[config.mk]
export PLATFORM = sky130hd
export DESIGN_NAME = cmpsr_top
export DESIGN_NICKNAME = d
export VERILOG_FILES = /design/src/logic/cmpsr_pkg.sv /design/src/logic/cmpsr_top.sv /design/src/logic/cmpsr_sync.sv /design/src/logic/cmpsr_pulse_div.sv
export VERILOG_INCLUDE_DIRS = /design/src /design/src/logic
export SDC_FILE = /design/constraint.sdc
export NUM_CORES = 1
export LEC_CHECK = 0
export BUFFER_PORTS_ARGS = -buffer_cell sky130_fd_sc_hd__buf_4
export CORE_AREA = 2 2 110 112
export DETAILED_ROUTE_END_ITERATION = 12
export DIE_AREA = 0 0 112 114
export GPL_ROUTABILITY_DRIVEN = 0
export PLACE_DENSITY_LB_ADDON = 0.1
export SETUP_SLACK_MARGIN = 0.02
export SYNTH_ARGS = -nofsm -noshare
export SYNTH_HDL_FRONTEND = slang
export SYNTH_SLANG_ARGS = --single-unit
export TNS_END_PERCENT = 10
[constraint.sdc]
create_clock -name clock -period 4.5 [get_ports clock]
set_clock_uncertainty 0.05 [all_clocks]
set_input_delay 0.225 -clock clock [delete_from_list [all_inputs] [get_ports clock]]
set_output_delay 0.225 -clock clock [all_outputs]
set_load 0.05 [all_outputs]
[src/logic/cmpsr_consts.svh]
// cmpsr_consts.svh: register offsets, field positions, reset values and divider constants
// for the comparator control and set/reset latch block.
// assumes a byte-addressed apb slave with one 32-bit word per register.
`ifndef CMPSR_CONSTS_SVH
`define CMPSR_CONSTS_SVH

// register byte offsets; comparator n (0..2) sits at base + n * stride
`define CMPSR_OFF_CTRL0_BASE 8'h00
`define CMPSR_OFF_CTRL1_BASE 8'h04
`define CMPSR_CH_STRIDE      8'h08
`define CMPSR_OFF_MIRROR     8'h18
`define CMPSR_OFF_LATCH0     8'h1C
`define CMPSR_OFF_LATCH1     8'h20
`define CMPSR_OFF_FLAGS      8'h24

// comparator_control_0 fields
`define CMPSR_C0_ON     7
`define CMPSR_C0_RESULT 6
`define CMPSR_C0_PINEN  5
`define CMPSR_C0_INV    4
`define CMPSR_C0_SPEED  2
`define CMPSR_C0_HYS    1
`define CMPSR_C0_SYNC   0

// comparator_control_1 fields
`define CMPSR_C1_RISE     7
`define CMPSR_C1_FALL     6
`define CMPSR_C1_PLUS_HI  5
`define CMPSR_C1_PLUS_LO  4
`define CMPSR_C1_MINUS_HI 1
`define CMPSR_C1_MINUS_LO 0

// latch_control_0 fields
`define CMPSR_L0_EN     7
`define CMPSR_L0_DIV_HI 6
`define CMPSR_L0_DIV_LO 4
`define CMPSR_L0_QEN    3
`define CMPSR_L0_QNEN   2
`define CMPSR_L0_SSET   1
`define CMPSR_L0_SRST   0

// latch_control_1 fields
`define CMPSR_L1_EXT_SET 7
`define CMPSR_L1_CLK_SET 6
`define CMPSR_L1_C2_SET  5
`define CMPSR_L1_C1_SET  4
`define CMPSR_L1_EXT_RST 3
`define CMPSR_L1_CLK_RST 2
`define CMPSR_L1_C2_RST  1
`define CMPSR_L1_C1_RST  0

// reset values
`define CMPSR_CTRL0_RST 8'h04
`define CMPSR_CTRL1_RST 8'h00
`define CMPSR_LATCH_RST 8'h00

// latch pulse clock: period is 4 << select, counter wide enough for 512
`define CMPSR_DIV_MIN_PERIOD 9'h004
`define CMPSR_DIV_CNT_W      9

`endif

[src/logic/cmpsr_pkg.sv]
// cmpsr_pkg: types shared by the comparator control block.
// assumes nothing beyond a SystemVerilog compiler.
`default_nettype none

package cmpsr_pkg;
  typedef logic [7:0] cmpsr_byte_t;
  typedef logic [1:0] cmpsr_sel_t;
  // plus input routing codes
  typedef enum logic [1:0] {
    CMPSR_PLUS_PIN,
    CMPSR_PLUS_CONV_REF,
    CMPSR_PLUS_FIXED_REF,
    CMPSR_PLUS_GROUND
  } cmpsr_plus_t;
endpackage : cmpsr_pkg

`default_nettype wire

[src/logic/cmpsr_top.sv]
// cmpsr_top: digital control for three comparators plus the set/reset latch, apb slave.
// assumes raw comparator and pin levels are asynchronous; direction bits come from the
// port logic on the same clock; pin pads resolve value and enable outside.
//
// Overview of operation
// - enable bit powers each comparator on or off
// - result is one when plus exceeds minus
// - invert bit flips result before every consumer
// - pin driven when pin-enable set, direction clear
// - speed select resets to one, normal power
// - hysteresis enable bit per comparator
// - sync mode updates timer result on falling edge
// - unimplemented register bits read as zero
// - rising edge sets flag when enabled
// - falling edge sets flag when enabled
// - plus select: pin, converter, fixed, ground
// - minus select picks one of four pins
// - mirror register shows all three results
// - latch has five set/reset source kinds
// - latch follows combined inputs, active high
// - reset dominates when set and reset both
// - software pulse bits clear themselves
// - divider select and clock set/reset enables
// - separate true and complement output enables
// - edge during flag clear leaves flag set
// - result registered every cycle
// - pulse every 4 to 512 cycles
// - per-source set and reset enable bits
//
// Local design decisions: the placing of the registers and the APB interface to the registers.
`default_nettype none
`include "cmpsr_consts.svh"

module cmpsr_top (
  input  wire logic        clock,        // system clock, 200 MHz
  input  wire logic        sys_rst,      // async reset, active high
  input  wire logic [7:0]  paddr,        // apb byte address
  input  wire logic        psel,         // apb select
  input  wire logic        penable,      // apb access phase
  input  wire logic        pwrite,       // apb direction, 1 = write
  input  wire logic [31:0] pwdata,       // apb write data
  input  wire logic [3:0]  pstrb,        // apb byte strobes, lane 0 used
  output var  logic [31:0] prdata,       // apb read data
  output var  logic        pready,       // apb ready
  output var  logic        pslverr,      // apb error on unmapped address
  input  wire logic [2:0]  cmpRaw,       // raw analog results, 1 = plus above minus
  output logic      [2:0]  cmpOn,        // comparator power enables
  output logic      [2:0]  cmpFast,      // 1 = normal power, higher speed
  output logic      [2:0]  cmpHyst,      // hysteresis enables
  output logic      [5:0]  plusSel,      // plus input selects, 2 bits per comparator
  output logic      [5:0]  minusSel,     // minus input selects, 2 bits per comparator
  input  wire logic        gateTimerClk, // gate timer clock source, asynchronous
  output var  logic [2:0]  timerResult,  // results toward the gate timer and latch
  input  wire logic [2:0]  resultPinDir, // pin direction bits, 1 = input
  output logic      [2:0]  resultPinOut, // result pin values
  output var  logic [2:0]  resultPinOe,  // result pin drive enables
  input  wire logic        latchExtPin,  // external latch input, asynchronous
  input  wire logic        latchQDir,    // true output pin direction, 1 = input
  input  wire logic        latchQnDir,   // complement output pin direction, 1 = input
  output var  logic        latchQOut,    // latch true output
  output var  logic        latchQOe,     // latch true pin drive enable
  output var  logic        latchQnOut,   // latch complement output
  output var  logic        latchQnOe     // latch complement pin drive enable
);

  ////////////////////////////////////////////////////////////////////////////////////////
  // register state

  logic [2:0]              onQ;
  logic [2:0]              pinEnQ;
  logic [2:0]              invQ;
  logic [2:0]              speedQ;
  logic [2:0]              hysQ;
  logic [2:0]              syncModeQ;
  logic [2:0]              riseEnQ;
  logic [2:0]              fallEnQ;
  cmpsr_pkg::cmpsr_plus_t  plusQ [3];
  cmpsr_pkg::cmpsr_sel_t   minusQ [3];
  logic [2:0]              resultQ;
  logic [2:0]              prevResultQ;
  logic [2:0]              flagQ;
  logic                    latchEnQ;
  logic [2:0]              divSelQ;
  logic                    qEnQ;
  logic                    qnEnQ;
  logic                    softSetQ;
  logic                    softRstQ;
  cmpsr_pkg::cmpsr_byte_t  srcEnQ;

  logic [2:0]              cmpS;
  logic                    extS;
  logic                    tmrClkS;
  logic                    tmrClkPrevQ;
  logic                    tmrFall;
  logic                    divPulse;
  logic                    wrEn;
  logic                    rdSetup;
  logic [2:0]              wrCtl0;
  logic [2:0]              wrCtl1;
  logic                    wrLatch0;
  logic                    wrLatch1;
  logic                    wrFlags;
  logic                    setIn;
  logic                    rstIn;
  logic                    latchNext;
  cmpsr_pkg::cmpsr_byte_t  rdByte;
  logic                    rdHit;

  ////////////////////////////////////////////////////////////////////////////////////////
  // input synchronisers and dividers

  cmpsr_sync #(
    .WIDTH (5)
  ) u_sync (
    .clock   (clock),
    .sys_rst (sys_rst),
    .din     ({gateTimerClk, latchExtPin, cmpRaw}),
    .dout    ({tmrClkS, extS, cmpS})
  );

  cmpsr_pulse_div u_div (
    .clock   (clock),
    .sys_rst (sys_rst),
    .sel     (divSelQ),
    .pulse   (divPulse)
  );

  always_ff @(posedge clock or posedge sys_rst) begin
    if (sys_rst) begin
      tmrClkPrevQ <= 1'b0;
    end else begin
      tmrClkPrevQ <= tmrClkS;
    end
  end

  assign tmrFall = tmrClkPrevQ & ~tmrClkS;

  ////////////////////////////////////////////////////////////////////////////////////////
  // apb slave: one setup and one access cycle, read data captured during setup

  assign wrEn    = psel & penable & pready & pwrite & pstrb[0];
  assign rdSetup = psel & ~penable;
  assign wrLatch0 = wrEn & (paddr == `CMPSR_OFF_LATCH0);
  assign wrLatch1 = wrEn & (paddr == `CMPSR_OFF_LATCH1);
  assign wrFlags  = wrEn & (paddr == `CMPSR_OFF_FLAGS);

  always_comb begin
    rdByte = 8'h00;
    rdHit  = 1'b0;
    for (int k = 0; k < 3; k++) begin
      if (paddr == 8'(`CMPSR_OFF_CTRL0_BASE + `CMPSR_CH_STRIDE * k)) begin
        rdHit  = 1'b1;
        rdByte = {onQ[k], resultQ[k], pinEnQ[k], invQ[k], 1'b0,
                  speedQ[k], hysQ[k], syncModeQ[k]};
      end
      if (paddr == 8'(`CMPSR_OFF_CTRL1_BASE + `CMPSR_CH_STRIDE * k)) begin
        rdHit  = 1'b1;
        rdByte = {riseEnQ[k], fallEnQ[k], plusQ[k], 2'b00, minusQ[k]};
      end
    end
    unique case (paddr)
      `CMPSR_OFF_MIRROR: begin
        rdHit  = 1'b1;
        rdByte = {5'h00, resultQ};
      end
      `CMPSR_OFF_LATCH0: begin
        rdHit  = 1'b1;
        rdByte = {latchEnQ, divSelQ, qEnQ, qnEnQ, 2'b00};        // pulse bits read zero
      end
      `CMPSR_OFF_LATCH1: begin
        rdHit  = 1'b1;
        rdByte = srcEnQ;
      end
      `CMPSR_OFF_FLAGS: begin
        rdHit  = 1'b1;
        rdByte = {5'h00, flagQ};
      end
      default: begin
      end
    endcase
  end

  always_ff @(posedge clock or posedge sys_rst) begin
    if (sys_rst) begin
      pready  <= 1'b0;
      pslverr <= 1'b0;
      prdata  <= 32'h0000_0000;
    end else begin
      pready  <= rdSetup;
      pslverr <= rdSetup & ~rdHit;
      if (rdSetup) begin
        prdata <= {24'h00_0000, rdByte};
      end
    end
  end

  ////////////////////////////////////////////////////////////////////////////////////////
  // per comparator control, result, edge flags and pin path

  for (genvar i = 0; i < 3; i++) begin : g_cmp
    logic rawOn;
    logic riseEv;
    logic fallEv;

    assign wrCtl0[i] = wrEn & (paddr == 8'(`CMPSR_OFF_CTRL0_BASE + `CMPSR_CH_STRIDE * i));
    assign wrCtl1[i] = wrEn & (paddr == 8'(`CMPSR_OFF_CTRL1_BASE + `CMPSR_CH_STRIDE * i));

    always_ff @(posedge clock or posedge sys_rst) begin
      if (sys_rst) begin
        onQ[i]       <= 1'(`CMPSR_CTRL0_RST >> `CMPSR_C0_ON);
        pinEnQ[i]    <= 1'(`CMPSR_CTRL0_RST >> `CMPSR_C0_PINEN);
        invQ[i]      <= 1'(`CMPSR_CTRL0_RST >> `CMPSR_C0_INV);
        speedQ[i]    <= 1'(`CMPSR_CTRL0_RST >> `CMPSR_C0_SPEED);
        hysQ[i]      <= 1'(`CMPSR_CTRL0_RST >> `CMPSR_C0_HYS);
        syncModeQ[i] <= 1'(`CMPSR_CTRL0_RST >> `CMPSR_C0_SYNC);
      end else if (wrCtl0[i]) begin
        onQ[i]       <= pwdata[`CMPSR_C0_ON];
        pinEnQ[i]    <= pwdata[`CMPSR_C0_PINEN];
        invQ[i]      <= pwdata[`CMPSR_C0_INV];
        speedQ[i]    <= pwdata[`CMPSR_C0_SPEED];
        hysQ[i]      <= pwdata[`CMPSR_C0_HYS];
        syncModeQ[i] <= pwdata[`CMPSR_C0_SYNC];
      end
    end

    always_ff @(posedge clock or posedge sys_rst) begin
      if (sys_rst) begin
        riseEnQ[i] <= 1'(`CMPSR_CTRL1_RST >> `CMPSR_C1_RISE);
        fallEnQ[i] <= 1'(`CMPSR_CTRL1_RST >> `CMPSR_C1_FALL);
        plusQ[i]   <= cmpsr_pkg::CMPSR_PLUS_PIN;
        minusQ[i]  <= 2'h0;
      end else if (wrCtl1[i]) begin
        riseEnQ[i] <= pwdata[`CMPSR_C1_RISE];
        fallEnQ[i] <= pwdata[`CMPSR_C1_FALL];
        plusQ[i]   <= cmpsr_pkg::cmpsr_plus_t'(pwdata[`CMPSR_C1_PLUS_HI:`CMPSR_C1_PLUS_LO]);
        minusQ[i]  <= pwdata[`CMPSR_C1_MINUS_HI:`CMPSR_C1_MINUS_LO];
      end
    end

    assign cmpOn[i]           = onQ[i];
    assign cmpFast[i]         = speedQ[i];
    assign cmpHyst[i]         = hysQ[i];
    assign plusSel[2*i +: 2]  = plusQ[i];
    assign minusSel[2*i +: 2] = minusQ[i];

    // a powered-down core gives no valid level, so it reads as a low comparison
    assign rawOn = cmpS[i] & onQ[i];

    always_ff @(posedge clock or posedge sys_rst) begin
      if (sys_rst) begin
        resultQ[i]     <= 1'b0;
        prevResultQ[i] <= 1'b0;
      end else begin
        resultQ[i]     <= rawOn ^ invQ[i];
        prevResultQ[i] <= resultQ[i];
      end
    end

    assign riseEv = resultQ[i] & ~prevResultQ[i];
    assign fallEv = ~resultQ[i] & prevResultQ[i];

    // write one to clear; a new edge in the same cycle keeps the flag
    always_ff @(posedge clock or posedge sys_rst) begin
      if (sys_rst) begin
        flagQ[i] <= 1'b0;
      end else begin
        flagQ[i] <= (riseEv & riseEnQ[i])
                  | (fallEv & fallEnQ[i])
                  | (flagQ[i] & ~(wrFlags & pwdata[i]));
      end
    end

    always_ff @(posedge clock or posedge sys_rst) begin
      if (sys_rst) begin
        timerResult[i] <= 1'b0;
      end else if (!syncModeQ[i] || tmrFall) begin
        timerResult[i] <= resultQ[i];
      end
    end

    // pin follows the timer path; pin enable works whether or not the core is on
    always_ff @(posedge clock or posedge sys_rst) begin
      if (sys_rst) begin
        resultPinOe[i] <= 1'b0;
      end else begin
        resultPinOe[i] <= pinEnQ[i] & ~resultPinDir[i];
      end
    end

    assign resultPinOut[i] = timerResult[i];
  end

  ////////////////////////////////////////////////////////////////////////////////////////
  // latch control registers

  always_ff @(posedge clock or posedge sys_rst) begin
    if (sys_rst) begin
      latchEnQ <= 1'(`CMPSR_LATCH_RST >> `CMPSR_L0_EN);
      divSelQ  <= 3'h0;
      qEnQ     <= 1'(`CMPSR_LATCH_RST >> `CMPSR_L0_QEN);
      qnEnQ    <= 1'(`CMPSR_LATCH_RST >> `CMPSR_L0_QNEN);
    end else if (wrLatch0) begin
      latchEnQ <= pwdata[`CMPSR_L0_EN];
      divSelQ  <= pwdata[`CMPSR_L0_DIV_HI:`CMPSR_L0_DIV_LO];
      qEnQ     <= pwdata[`CMPSR_L0_QEN];
      qnEnQ    <= pwdata[`CMPSR_L0_QNEN];
    end
  end

  // pulses last one cycle and drop by themselves
  always_ff @(posedge clock or posedge sys_rst) begin
    if (sys_rst) begin
      softSetQ <= 1'b0;
      softRstQ <= 1'b0;
    end else begin
      softSetQ <= wrLatch0 & pwdata[`CMPSR_L0_SSET];
      softRstQ <= wrLatch0 & pwdata[`CMPSR_L0_SRST];
    end
  end

  always_ff @(posedge clock or posedge sys_rst) begin
    if (sys_rst) begin
      srcEnQ <= `CMPSR_LATCH_RST;
    end else if (wrLatch1) begin
      srcEnQ <= pwdata[7:0];
    end
  end

  ////////////////////////////////////////////////////////////////////////////////////////
  // set/reset latch

  assign setIn = softSetQ
               | (srcEnQ[`CMPSR_L1_CLK_SET] & divPulse)
               | (srcEnQ[`CMPSR_L1_EXT_SET] & extS)
               | (srcEnQ[`CMPSR_L1_C2_SET]  & timerResult[1])
               | (srcEnQ[`CMPSR_L1_C1_SET]  & timerResult[0]);
  assign rstIn = softRstQ
               | (srcEnQ[`CMPSR_L1_CLK_RST] & divPulse)
               | (srcEnQ[`CMPSR_L1_EXT_RST] & extS)
               | (srcEnQ[`CMPSR_L1_C2_RST]  & timerResult[1])
               | (srcEnQ[`CMPSR_L1_C1_RST]  & timerResult[0]);

  // every input is already on this clock, so sampling each cycle loses no level
  assign latchNext = rstIn ? 1'b0 : (setIn ? 1'b1 : latchQOut);

  always_ff @(posedge clock or posedge sys_rst) begin
    if (sys_rst) begin
      latchQOut  <= 1'b0;
      latchQnOut <= 1'b1;
    end else begin
      latchQOut  <= latchNext;
      latchQnOut <= ~latchNext;
    end
  end

  always_ff @(posedge clock or posedge sys_rst) begin
    if (sys_rst) begin
      latchQOe  <= 1'b0;
      latchQnOe <= 1'b0;
    end else begin
      latchQOe  <= latchEnQ & qEnQ & ~latchQDir;
      latchQnOe <= latchEnQ & qnEnQ & ~latchQnDir;
    end
  end

endmodule // cmpsr_top

`default_nettype wire

[src/logic/cmpsr_sync.sv]
// cmpsr_sync: two flip-flop synchroniser for a group of asynchronous levels.
// assumes each bit is an independent level; no bus coherence is promised.
`default_nettype none

module cmpsr_sync #(
  parameter int WIDTH = 1
) (
  input  wire logic             clock,   // system clock
  input  wire logic             sys_rst, // async reset, active high
  input  wire logic [WIDTH-1:0] din,     // asynchronous levels
  output var  logic [WIDTH-1:0] dout     // synchronised levels
);
  logic [WIDTH-1:0] metaQ;

  // first stage is read only by the second stage
  always_ff @(posedge clock or posedge sys_rst) begin
    if (sys_rst) begin
      metaQ <= '0;
      dout  <= '0;
    end else begin
      metaQ <= din;
      dout  <= metaQ;
    end
  end
endmodule // cmpsr_sync

`default_nettype wire

[src/logic/cmpsr_pulse_div.sv]
// cmpsr_pulse_div: free-running divider giving a one-cycle pulse every 4..512 cycles.
// assumes the select comes from a register on the same clock.
`default_nettype none
`include "cmpsr_consts.svh"

module cmpsr_pulse_div (
  input  wire logic       clock,   // system clock
  input  wire logic       sys_rst, // async reset, active high
  input  wire logic [2:0] sel,     // period select, 000 = 4 ... 111 = 512
  output var  logic       pulse    // one-cycle pulse
);
  logic [`CMPSR_DIV_CNT_W-1:0] cntQ;
  logic [`CMPSR_DIV_CNT_W-1:0] mask;

  // low bits of a free counter wrap once per period; a select change may shorten one period
  assign mask = `CMPSR_DIV_CNT_W'((`CMPSR_DIV_MIN_PERIOD << sel) - 9'h001);

  always_ff @(posedge clock or posedge sys_rst) begin
    if (sys_rst) begin
      cntQ <= '0;
    end else begin
      cntQ <= `CMPSR_DIV_CNT_W'(cntQ + 9'h001);
    end
  end

  always_ff @(posedge clock or posedge sys_rst) begin
    if (sys_rst) begin
      pulse <= 1'b0;
    end else begin
      pulse <= ((cntQ & mask) == mask);
    end
  end
endmodule // cmpsr_pulse_div

`default_nettype wire

# [Word level (Yosys, flattened, before mapping)]
# Cells that the tools add are included.
# Widths: inputs -> output; s select.
[word_totals] ff_bits=102 latch_bits=0 mem_bits_rw=0 mem_bits_ro=0 in_bits=59 output_inout_bits=68 wordCells=191 mem_count=0
[op_classes] add_sub_neg=2 n_mul=0 div=0 order_cmp=0 n_eq_ne=10 shifts=1 muxes=16 n_bitwise=90 n_reduce_logical=8
[op_table] op="$and 1x1->1" count=54
[op_table] op="$mux 8" count=6
[op_table] op="$eq 8x5->1 const B" count=4
[op_table] op="$pmux 8 s4" count=1
[op_table] op="$not 1->1" count=18
[op_table] op="$eq 8x4->1 const B" count=2
[op_table] op="$eq 8x6->1 const B" count=2
[op_table] op="$or 1x1->1" count=14
[op_table] op="$add 9x1->9 const B" count=1
[op_table] op="$and 9x9->9" count=1
[op_table] op="$eq 9x9->1" count=1
[op_table] op="$mux 1" count=9
[op_table] op="$shl 3x3->9 const A" count=1
[op_table] op="$sub 9x1->9 const B" count=1
[op_table] op="$eq 8x3->1 const B" count=1
[op_table] op="$logic_not 8->1" count=1
[op_table] op="$reduce_or 4->1" count=1
[op_table] op="$logic_not 1->1" count=3
[op_table] op="$logic_or 1x1->1" count=3
[op_table] op="$xor 1x1->1" count=3

# [Depth between registers and ports, before layout]
# Gate-level depths: netlist of the first run.
[logic_depth] depth_word=10 mapped_depth=7 depth_no_buf=5

# [Cells and area by module]
# A second synthesis of the first run with hierarchy kept.
[hier_totals] hier_cells=381 hier_area_um2=4693.3
[modules_own_cells] module="cmpsr_top" instances=1 cells_each=331 area_per_inst_um2=4005.1 seq_area_each_um2=2057.0
[modules_own_cells] module="cmpsr_pulse_div" instances=1 cells_each=39 area_per_inst_um2=434.2 seq_area_each_um2=250.2
[modules_own_cells] module="cmpsr_sync" instances=1 cells_each=11 area_per_inst_um2=254.0 seq_area_each_um2=250.2

# [Worst setup path after synthesis of the first run]
# Ideal clock, no wire load.
[synth_timing] path_kind="reg-to-reg" startpoint="register pready" endpoint="register fallEnQ[2]" setup_time_ps=125 arrival_ps=1814 t_required_ps=4325 setup_slack_ps=2511 path_stages_with_launch=6 n_path_buf=1 period_less_slack_ps=1989 cell_sequence="dfrtp_1 nand3_1 nor2_1 clkbuf_1 nand4_1 mux2_2"
[synth_between] elab_chain_cells=4
[synth_rtl] element="start, declared" line_no="cmpsr_top.sv:44" text="output var logic pready,"
[synth_rtl] element="start signal, assigned" line_no="cmpsr_top.sv:189" text="pready <= rdSetup;"
[synth_rtl] element="$and 1x1->1 (3 in series)" line_no="cmpsr_top.sv:141" text="assign wrEn = psel & penable & pready & pwrite & pstrb[0];"
[synth_rtl] element="$and 1x1->1" line_no="cmpsr_top.sv:206" text="assign wrCtl1[i] = wrEn & (paddr == 8'(`CMPSR_OFF_CTRL1_BASE + `CMPSR_CH_STRIDE * i));"
[synth_rtl] element="end signal, assigned by index" line_no="cmpsr_top.sv:229" text="fallEnQ[i] <= 1'(`CMPSR_CTRL1_RST >> `CMPSR_C1_FALL);"
[synth_rtl] element="end signal, assigned by index" line_no="cmpsr_top.sv:234" text="fallEnQ[i] <= pwdata[`CMPSR_C1_FALL];"
[synth_rtl] element="end, declared" line_no="cmpsr_top.sv:76" text="logic [2:0] fallEnQ;"
# No other way between the ends.
# A chain may end at the register's enable or synchronous reset.

# [Worst setup path in the final report of the first run]
[layout_timing] startpoint="register pready" endpoint="register invQ[1]"
[layout_between] elab_chain_cells=4
[layout_rtl] element="$and 1x1->1 (3 in series)" line_no="cmpsr_top.sv:141"
[layout_rtl] element="$and 1x1->1" line_no="cmpsr_top.sv:205" text="assign wrCtl0[i] = wrEn & (paddr == 8'(`CMPSR_OFF_CTRL0_BASE + `CMPSR_CH_STRIDE * i));"
[layout_rtl] element="end signal, assigned by index" line_no="cmpsr_top.sv:212" text="invQ[i] <= 1'(`CMPSR_CTRL0_RST >> `CMPSR_C0_INV);"
[layout_rtl] element="end signal, assigned by index" line_no="cmpsr_top.sv:219" text="invQ[i] <= pwdata[`CMPSR_C0_INV];"
[layout_rtl] element="end, declared" line_no="cmpsr_top.sv:71" text="logic [2:0] invQ;"
# No other way between the ends.

==> results.toml, run 1 <==
[finish]
final_layout_size_suffix_gt1_frac = 0.306
synthToLayoutAreaGrowth_pct = 22.3
nNetsFinal = 525
diodes = 0

[sta]
max_clock_freq_ghz = 0.426
finalHoldViolations = 31
period_minus_slack_ns = 2.35
fin_ws_ns = 2.15
drv_slew = 0
worstMarginPinSlew_ns = 0.877
setup_tns_ns = 0
finalCritPeriodShare = 0.522
rsz0062_at_grt = "false"
setup_violations = 0
holdWs_ns = -0.0189
maxSlewHeadroom = 0.413

[setup_path]
crit_end = "invQ[1]"
rrSetupSlack_ns = 2.15
worstPathMaxFanout = 11
r2r_cells = 4
crit_path_start = "pready"
path_buf_inv = 0
end_kind = "register"
cpPeakStageDelay_ns = 0.68
cp_num_cells = 4
start_kind = "register"
worst_ep_required_time_ns = 4.67
crit_slowest_cell = "nor2_1"
rr_startpoint = "pready"
reg2reg_to = "invQ[1]"
crit_chain = "nand3_1 > nor2_1 > nand4_1 > mux2_2"
crit_family = "simple AND/OR/NAND/NOR gates"
path_class = "register to register"
cp.arrival_ns = 2.52

[floorplan]
die_x_um = 112
rows = 40
pin_count = 127
fp.coreArea_sq_um = 11700
die_area_sq_um = 12800
chipHeight_um = 114
initial_core_util = 0.385

[synthesis]
yosysUniqueCellTypes = 50
synth_area_leaders = "dfrtp_1 54%, mux2_2 10%, buf_4 4.5%"
synth_edf_count = 0
yosys.area.top_type_share = 0.543
synth_top_area_cell = "dfrtp_1"
synth_seq_cells = 102
synth_area_per_cell_sq_um = 11.8
synth_area_sq_um = 4510
async_reset_ff_frac = 1.00
synth-main-ff-cell = "dfrtp_1"
syn_inst = 381
ys_warn_count = 0
synth_seq_area_share = 0.567

[routing]
drt_iter0_drc = 134
drc = 0
ant_nets = 0
wl_per_cell_um = 17.9
viasPerCell = 5.15
firstDrtPassIters = 4
vias = 3179
drt_wl_total_mm = 11.0

[global_route]
grt_max_degree = 63
grt_usage = 0.181
overflow = 0
grt_pass1_vias = 3139
antenna_found_initial = 0
grt_pass1_wl_mm = 17.8

[power]
p_per_area_nw_per_um2 = 347
seq_power_share = 0.491
ir_worst_vdd_mv = 0.209
clock_power_share = 0.406
p_switching_mw = 0.488
internal-power_mw = 1.43
switching_share = 0.255
p_leak_nw = 2.65
pwr-share-comb = 0.103

[clock_network]
numCtsBuffers = 9
postCtsResizedCells = 0
clk_pin_slew_worst_paths_ns = 0.07
post-cts-setup-buffers = 0
cts_tree = "yes"
clkLatencyLatePin_ns = 0.34
cts.sinks = 102
cts_hold_buffers = 10
cts_root_buf = "clkbuf_16"
clockBufferDepth = 2
clock_tree.htree_level_count = 3

[place]
dpl_worst_slack_ns = 2.18
post-dp-hpwl_mm = 7.83
io_buffers = 75

[status]
outcome = "finished, violations left"
violations = "hold timing"

[run]
drv_cap = 0

[hold_path]
hold_path.class = "input pin to asynchronous set/reset pin"
-- area by class of cell --
class / count / area [sq um]
repair buffers: 86 / 671
flip-flops and latches: 102 / 2560
well taps: 147 / 184
fillers: 1111 / 6190
multi-input cells: 259 / 1780
inverters: 7 / 28.8
clock inverters: 5 / 58.8
clock buffers: 11 / 243
-- power groups by stage --
| stage | Combinational, mW | Clock, mW | Sequential (mW) |
|---|---|---|---|
| final | 0.197 | 0.779 | 0.942 |
| after global routing | 0.212 | 0.848 | 0.943 |
| after CTS | 0.199 | 0.803 | 0.942 |
| after detailed placement | 0.192 | 0 | 0.959 |
| after global placement | 0.192 | 0 | 0.959 |
| after floorplan | 0.106 | 0 | 0.992 |
-- worst min-delay path by stage --
stage                          startpoint               to  slack (ns)  cells after the start
after global placement    u_sync.metaQ[3]   u_sync.dout[3]        0.28                      0
after floorplan                 cmpRaw[0]  u_sync.metaQ[0]        0.21                      0
final                             sys_rst   u_sync.dout[1]       -0.02                      2
after CTS                         sys_rst        srcEnQ[4]        0.01                      2
after detailed placement  u_sync.metaQ[2]   u_sync.dout[2]        0.29                      0
after global routing              sys_rst  u_sync.metaQ[1]        0.05                      2
-- worst register-to-register path, stage by stage (launching register included) --
cell	delay [ns]
dfrtp_1	0.34
nand3_1	0.11
nor2_1	0.68
nand4_1	0.60
mux2_2	0.44
-- synth_stat cells, types with 2 or more instances --
master and n:
a211oi_1 2, a21o_1 3, a21oi_1 11, a221oi_1 7
a22oi_1 4, a31oi_1 2, and3_1 3, buf_4 27
clkbuf_1 7, clkinv_1 2, dfrtp_1 98, dfstp_2 4
inv_1 5, mux2_1 6, mux2_2 42, mux2i_1 3
nand2_1 40, nand2b_1 4, nand3_1 13, nand3b_1 2
nand4_1 7, nor2_1 24, nor2b_1 4, nor3_1 2
nor3_4 2, o21ai_0 10, o221ai_1 10, o22ai_1 3
o2bb2ai_1 5, xnor2_1 9
-- cells in the final DEF (no fill, tap or decap), drive strengths merged, types with 4 or more instances in the layout --
master	netlist	routed
a22oi	4	4
clkbuf	7	11
nor2	24	24
clkinv	2	4
xnor2	9	9
inv	5	5
nor2b	4	4
dlygate4sd3	0	10
dfstp	4	4
a221oi	7	7
nand2b	4	4
o21ai	10	10
nand3	13	13
mux2	48	48
o221ai	10	10
nand4	7	7
conb	1	24
a21oi	11	11
o2bb2ai	5	5
nand2	41	41
dfrtp	98	98
buf	29	76
nor3	5	5
-- kinds of logic after synthesis --
kind of cell	share of synthesized area
adders and majority gates	0.00277
muxes	0.126
DFF	0.567
xor gates and xnor gates	0.0194
and+or+nand+nor	0.127
buffers and inverters	0.0585
AOI/OAI and AO/OA	0.0981
other	0.000831
-- stage by stage --
| step | std cells | util | instance area (sq um) | hold WS [ns] | power, mW |
|---|---|---|---|---|---|
| 5_1_grt | 617 | 0.471 | 5520 | 0.0489 | 2.00 |
| 3_5_place_dp | 591 | 0.437 | 5120 | 0.286 | 1.15 |
| 2_1_floorplan | 404 | - | 4600 | 0.206 | 1.10 |
| 4_1_cts | 617 | 0.471 | 5520 | 0.0108 | 1.94 |
| 6_report | 617 | 0.471 | 5520 | -0.0189 | 1.92 |
| 3_3_place_gp | 591 | 0.437 | 5120 | 0.284 | 1.15 |
-- per-layer routing --
| layer | up-vias | part of all wire | track usage |
|---|---|---|---|
| li1 | 1489 | - | - |
| met1 | 1571 | 0.46 | 0.258 |
| met2 | 107 | 0.47 | 0.284 |
| met3 | 12 | 0.059 | 0.0324 |
| met4 | 0 | 0.017 | 0.0577 |
| met5 | - | 0 | 0 |
-- registers in the layout, summed over array words and instances (netlist names), 5 cells and up --
name and flops:
srcEnQ 8, plusSel 6, minusSel 6, prdata 8, u_sync.dout 5, u_sync.metaQ 5, u_div.cntQ 9
(Power assumes the default switching activity.)
==> inputs of run 2 (changes only) <==
==> constraint.sdc (replaced) <==
create_clock -name clock -period 2.1 [get_ports clock]
set_clock_uncertainty 0.05 [all_clocks]
set_input_delay 0.105 -clock clock [delete_from_list [all_inputs] [get_ports clock]]
set_output_delay 0.105 -clock clock [all_outputs]
set_load 0.05 [all_outputs]
==> run 2 against run 1 <==
  * The run now ends clean
  * Sequential power is 110% higher
  * Fmax up 33%
  * Global-route usage down 0.14 points
  * Total power rose by 110%
  * Sequential share of layout area down 0.76 points
  * Cell area rose by 1.7%
  * First-iteration DRC count rose by 43%
  * Cell count is 2.1% higher
  * Die area did not move
  * Routed wire length increased by 0.13%
  * Utilization increased by 0.79 points
  * Clock power grew 95%
==> results.toml, run 2 (synthesized netlist as in run 1, its figures left out) <==
[finish]
mostFrequentLayoutCells = "98 x dfrtp_1, 86 x buf_4, 42 x mux2_2"
instances_no_fill = 630
largest_reg_flops = 9
largestRegisters = "u_div.cntQ (9), prdata (8), srcEnQ (8)"
nNetsFinal = 539
final_layout_size_suffix_gt1_frac = 0.317
final-seq-area_sq_um = 2560
synthToLayoutAreaGrowth_pct = 24.4
fillers = 1080
final_common_cell = "dfrtp_1"
diodes = 0
multiInputGateArea_sq_um = 1780
final_core_util = 0.479
top_register = "u_div.cntQ"

[sta]
finalCritPeriodShare = 0.842
setup_tns_ns = 0
finalHoldViolations = 0
period_minus_slack_ns = 1.77
maxSlewHeadroom = 0.624
drv_slew = 0
setup_violations = 0
max_clock_freq_ghz = 0.566
rsz0062_at_grt = "false"
worstMarginPinSlew_ns = 0.564

[routing]
ant_nets = 0
firstDrtPassIters = 4
viasPerCell = 5.08
drc = 0
drt_wl_total_mm = 11.1
vias = 3200
drt_iter0_drc = 191
wl_per_cell_um = 17.6

[place]
io_buffers = 75
dp_cells = 602
post-dp-hpwl_mm = 7.87

[setup_path]
start_kind = "register"
path_class = "register to register"
crit_path_start = "pready"
rr_startpoint = "pready"
worst_ep_required_time_ns = 2.27
cp.arrival_ns = 1.94
cpPeakStageDelay_ns = 0.42
path_buf_inv = 1
crit_slowest_cell = "mux2_2"
worstPathMaxFanout = 11
crit_family = "simple AND/OR/NAND/NOR gates"
crit_chain = "nand3_1 > nor2_1 > buf_4 > nand4_1 > mux2_2"
end_kind = "register"

[clock_network]
postCtsResizedCells = 0
cts_hold_buffers = 13
cts.sinks = 102
clock_tree.htree_level_count = 3
cts_root_buf = "clkbuf_16"
cts_tree = "yes"
post-cts-setup-buffers = 0
numCtsBuffers = 9
clkLatencyLatePin_ns = 0.34
clk_pin_slew_worst_paths_ns = 0.07
clockBufferDepth = 2

[floorplan]
chipHeight_um = 114
rows = 40
initial_core_util = 0.385
die_x_um = 112
pin_count = 127
fp.coreArea_sq_um = 11700
die_area_sq_um = 12800

[hold_path]
hold_start = "pwdata[2]"
hold_path.class = "input pin to register"

[power]
seq_power_share = 0.508
clock_power_share = 0.383
switching_share = 0.258
internal-power_mw = 2.95
p_leak_nw = 2.70
p_per_area_nw_per_um2 = 708
pwr-share-comb = 0.109
p_switching_mw = 1.02
ir_worst_vdd_mv = 0.323

[status]
outcome = "finished, final reports clean"

[global_route]
grt_usage = 0.180
grt_pass1_vias = 3118
overflow = 0
grt_max_degree = 103
grt_pass1_wl_mm = 17.5
antenna_found_initial = 0

[run]
drv_cap = 0
-- run 2: cell count changes in the layout (fill, tap and decap cells not counted), sizes merged --
| cell | before | now |
|---|---|---|
| buf | 76 | 87 |
| dlygate4sd3 | 10 | 13 |
| bufinv | 1 | 0 |
| clkbuf | 11 | 12 |
| inv | 5 | 4 |
-- run 2: final timing paths --
kind / to / slack, ns / depth (start not counted)
max in group asynchronous: u_sync.metaQ[2] / 1.14 / 4
min in group asynchronous: u_sync.metaQ[1] / 0.41 / 4
worst min register to register: u_sync.dout[2] / 0.30 / 0
worst max register to register: riseEnQ[2] / 0.33 / 5
worst min-delay path: srcEnQ[2] / 0.01 / 2
worst max-delay path: riseEnQ[2] / 0.33 / 5
-- run 2: cell type report --
type,instances,area share
Sequential cell,102,0.456
Multi-Input combinational cell,259,0.317
Timing Repair Buffer,100,0.142
Clock buffer,12,0.0439
Tap cell,147,0.0328
Inverter,7,0.00535
Clock inverter,3,0.00379
-- run 2: per-stage QoR --
stage	cell area [sq um]	hold slack [ns]	setup WS [ns]	power, mW
finish	5610	0.0144	0.332	3.97
global route	5610	0.0228	0.203	4.15
CTS	5610	0.0131	0.319	4.03
detailed placement	5220	0.166	0.270	2.48
global placement	5220	0.165	0.272	2.47
floorplan	4600	0.0864	0.111	2.35
-- run 2: power by group through the flow --
stage / clock network (mW) / registers [mW] / logic, mW
final: 1.52 / 2.02 / 0.434
after global routing: 1.66 / 2.02 / 0.468
after CTS: 1.57 / 2.02 / 0.440
after detailed placement: 0 / 2.06 / 0.420
after global placement: 0 / 2.06 / 0.418
after floorplan: 0 / 2.13 / 0.228
-- run 2: metal layers --
metal | routed length (um) | GRT usage | up-vias
li1 | - | - | 1521
met1 | 5250 | 0.257 | 1579
met2 | 5110 | 0.282 | 89
met3 | 540 | 0.0266 | 11
met4 | 160 | 0.0634 | 0
met5 | 0 | 0 | -
-- run 2: worst reg2reg max path, delay by kind of cell (launching register included) --
| family | cells | cell delay (ns) |
|---|---|---|
| and+or+nand+nor | 3 | 0.64 |
| muxes | 1 | 0.42 |
| DFF | 1 | 0.34 |
| buffers and inverters | 1 | 0.19 |
==> inputs of run 3 (changes only) <==
--- a/config.mk
+++ b/config.mk
@@ -6,10 +6,11 @@
 export SDC_FILE = /design/constraint.sdc
 export NUM_CORES = 1
 export LEC_CHECK = 0
+export ABC_AREA = 1
 export BUFFER_PORTS_ARGS = -buffer_cell sky130_fd_sc_hd__buf_4
-export CORE_AREA = 2 2 110 112
+export CORE_AREA = 2 2 112 114
 export DETAILED_ROUTE_END_ITERATION = 12
-export DIE_AREA = 0 0 112 114
+export DIE_AREA = 0 0 114 116
 export GPL_ROUTABILITY_DRIVEN = 0
 export PLACE_DENSITY_LB_ADDON = 0.1
 export SETUP_SLACK_MARGIN = 0.02
==> constraint.sdc (replaced) <==
create_clock -name clock -period 1.4 [get_ports clock]
set_clock_uncertainty 0.05 [all_clocks]
set_input_delay 0.07 -clock clock [delete_from_list [all_inputs] [get_ports clock]]
set_output_delay 0.07 -clock clock [all_outputs]
set_load 0.05 [all_outputs]
==> run 3 against run 2 <==
  * First-iteration DRC count fell by 9.9%
  * Flip-flop and latch count unchanged
  * Non-clock buffer count rose by 17
  * Die area up 3.6%
  * Combinational power increased by 45%
  * Synthesized cell count increased by 41%
  * Critical path depth rose by 1
  * Register-to-register slack got worse by 0.24 ns
  * Critical endpoint is now flagQ[1]
  * Highest routed layer unchanged
==> results.toml, run 3 <==
[power]
switching_share = 0.247
p_total_mw = 6.62
p_leak_nw = 2.99
p_per_area_nw_per_um2 = 1100
seq_power_share = 0.456
internal-power_mw = 4.98
ir_worst_vdd_mv = 0.624
p_switching_mw = 1.64
clock_power_share = 0.449
pwr-share-comb = 0.095

[synthesis]
async_reset_ff_frac = 1.00
ys_warn_count = 0
netlist_top_cells_count = "150 x nand2_1, 98 x dfrtp_1, 49 x nor2_1, 48 x inv_1, 40 x o21ai_0"
synth_edf_count = 0
synth_seq_area_share = 0.548
synthXorXnorAreaFrac = 0.0188
synth_compound_area_frac = 0.0922
synth_top_family_by_area = "simple AND/OR/NAND/NOR gates"
synth_top_area_cell = "dfrtp_1"
yosysUniqueCellTypes = 34
synthAdderAreaFrac = 0.00268
syn_inst = 537
synth_area_leaders = "dfrtp_1 53%, nand2_1 12%, buf_4 4.3%"
synth_area_per_cell_sq_um = 8.69
synthMuxAreaShare = 0
yosysMostFrequentCell = "nand2_1"
synthSimpleGateAreaFrac = 0.242
synth_seq_cells = 102
synth_area_sq_um = 4670
yosys.area.top_type_share = 0.526
synth-main-ff-cell = "dfrtp_1"

[clock_network]
cts_tree = "yes"
numCtsBuffers = 9
post-cts-setup-buffers = 0
clk_pin_slew_worst_paths_ns = 0.07
clkLatencyLatePin_ns = 0.35
clockBufferDepth = 2
cts_root_buf = "clkbuf_16"
cts.sinks = 102
clock_tree.htree_level_count = 3

[finish]
nNetsFinal = 713
synthToLayoutAreaGrowth_pct = 29.3
final_layout_size_suffix_gt1_frac = 0.245
final_core_util = 0.507
diodes = 0
top_register = "u_div.cntQ"
largestRegisters = "u_div.cntQ (9), prdata (8), srcEnQ (8)"
final_common_cell = "nand2_1"
largest_reg_flops = 9
final_cell_area_sq_um = 6030
fillers = 1141
mostFrequentLayoutCells = "150 x nand2_1, 98 x dfrtp_1, 97 x buf_4"

[floorplan]
initial_core_util = 0.392
rows = 40
pin_count = 127
die_area_sq_um = 13200
fp.coreArea_sq_um = 11900
die_x_um = 114
chipHeight_um = 116

[setup_path]
cpPeakStageDelay_ns = 0.36
cp.arrival_ns = 1.48
crit_slowest_cell = "dfrtp_1"
path_class = "register to register"
worst_ep_required_time_ns = 1.57
end_kind = "register"
start_kind = "register"
crit_chain = "nand3_2 > nor2_4 > buf_12 > nand2_1 > o21ai_1 > o311ai_1"
worstPathMaxFanout = 9

[global_route]
antenna_found_initial = 0
grt_usage = 0.201
grt_pass1_vias = 3626
overflow = 0
grt_max_degree = 36
grt_pass1_wl_mm = 19.9

[sta]
holdWs_ns = 0.0235
drv_slew = 0
finalHoldViolations = 0
finalCritPeriodShare = 0.937
setup_violations = 0
rsz0062_at_grt = "true"
max_clock_freq_ghz = 0.762
fin_ws_ns = 0.0876
period_minus_slack_ns = 1.31

[routing]
drt_iter0_drc = 172
drt_wl_total_mm = 12.4
viasPerCell = 4.73
vias = 3805
drc = 0
firstDrtPassIters = 4
wl_per_cell_um = 15.4
ant_nets = 0

[run]
drv_cap = 0

[place]
postPlaceCellArea_sq_um = 5520
io_buffers = 75
post-dp-hpwl_mm = 9.20
dpl_worst_slack_ns = -0.0592

[hold_path]
hold_path.class = "input pin to register"

[status]
outcome = "finished, final reports clean"
==> run 3: metal layers <==
metal	share of wire	vias up	GRT usage
li1	-	1884	-
met1	0.48	1787	0.294
met2	0.44	112	0.295
met3	0.053	22	0.0340
met4	0.029	0	0.0886
met5	0	-	0
==> run 3: per-stage QoR <==
step	TNS, ns	cells
after floorplan	-8.39	560
after global placement	-0.0396	777
after detailed placement	-0.0642	777
after CTS	0	805
after global routing	0	805
final	0	805
==> run 3: area by class of cell <==
type                       instances  area (sq um)  share of cell area
inverter                          51           195              0.0323
timing repair buffer             117           973               0.161
sequential                       102          2560               0.424
clock buffer                      10           239              0.0396
clock inverter                     6           116              0.0193
multi-input combinational        372          1770               0.293
tap                              147           184              0.0305
==> run 3: worst max-delay path: cells and delay by family (launching register included) <==
kind / cells / cell delay (ns)
compound gates: 2 / 0.30
flops: 1 / 0.36
simple gates: 3 / 0.33
buf+inv: 1 / 0.14
==> run 3: worst paths after layout <==
| path | slack [ns] | from | endpoint | cells past startpoint |
|---|---|---|---|---|
| max | 0.09 | pready | flagQ[1] | 6 |
| min reg2reg | 0.30 | u_sync.metaQ[1] | u_sync.dout[1] | 0 |
| min | 0.02 | penable | pready | 3 |
| min in group asynchronous | 0.21 | sys_rst | u_div.cntQ[6] | 3 |
| max in group asynchronous | 0.52 | sys_rst | cmpFast[2] | 4 |
| max reg2reg | 0.09 | pready | flagQ[1] | 6 |
==> run 3: logic make-up (layout without fill, tap and decap cells) <==
logic type      Yosys count  in the layout
compound gates           78             78
simple gates            259            259
flops                   102            102
buf+inv                  86            184
fa+ha+maj                 1              1
xor+xnor                 10             10
other cells               1             24
==> run 3: power groups by stage <==
stage / registers (mW) / logic, mW / clock network [mW]
final: 3.02 / 0.628 / 2.97
after global placement: 3.07 / 0.601 / 0
after CTS: 3.02 / 0.635 / 3.01
after floorplan: 3.16 / 0.339 / 0
after detailed placement: 3.07 / 0.608 / 0
after global routing: 3.02 / 0.680 / 3.17
==> run 3: repair_timing <==
item                       4_1_cts  5_1_grt
hold buffers                    12        0
hold endpoints to repair       105        0
pin swaps                        0        1
gates resized for setup          1       10
setup endpoints to repair        1       26
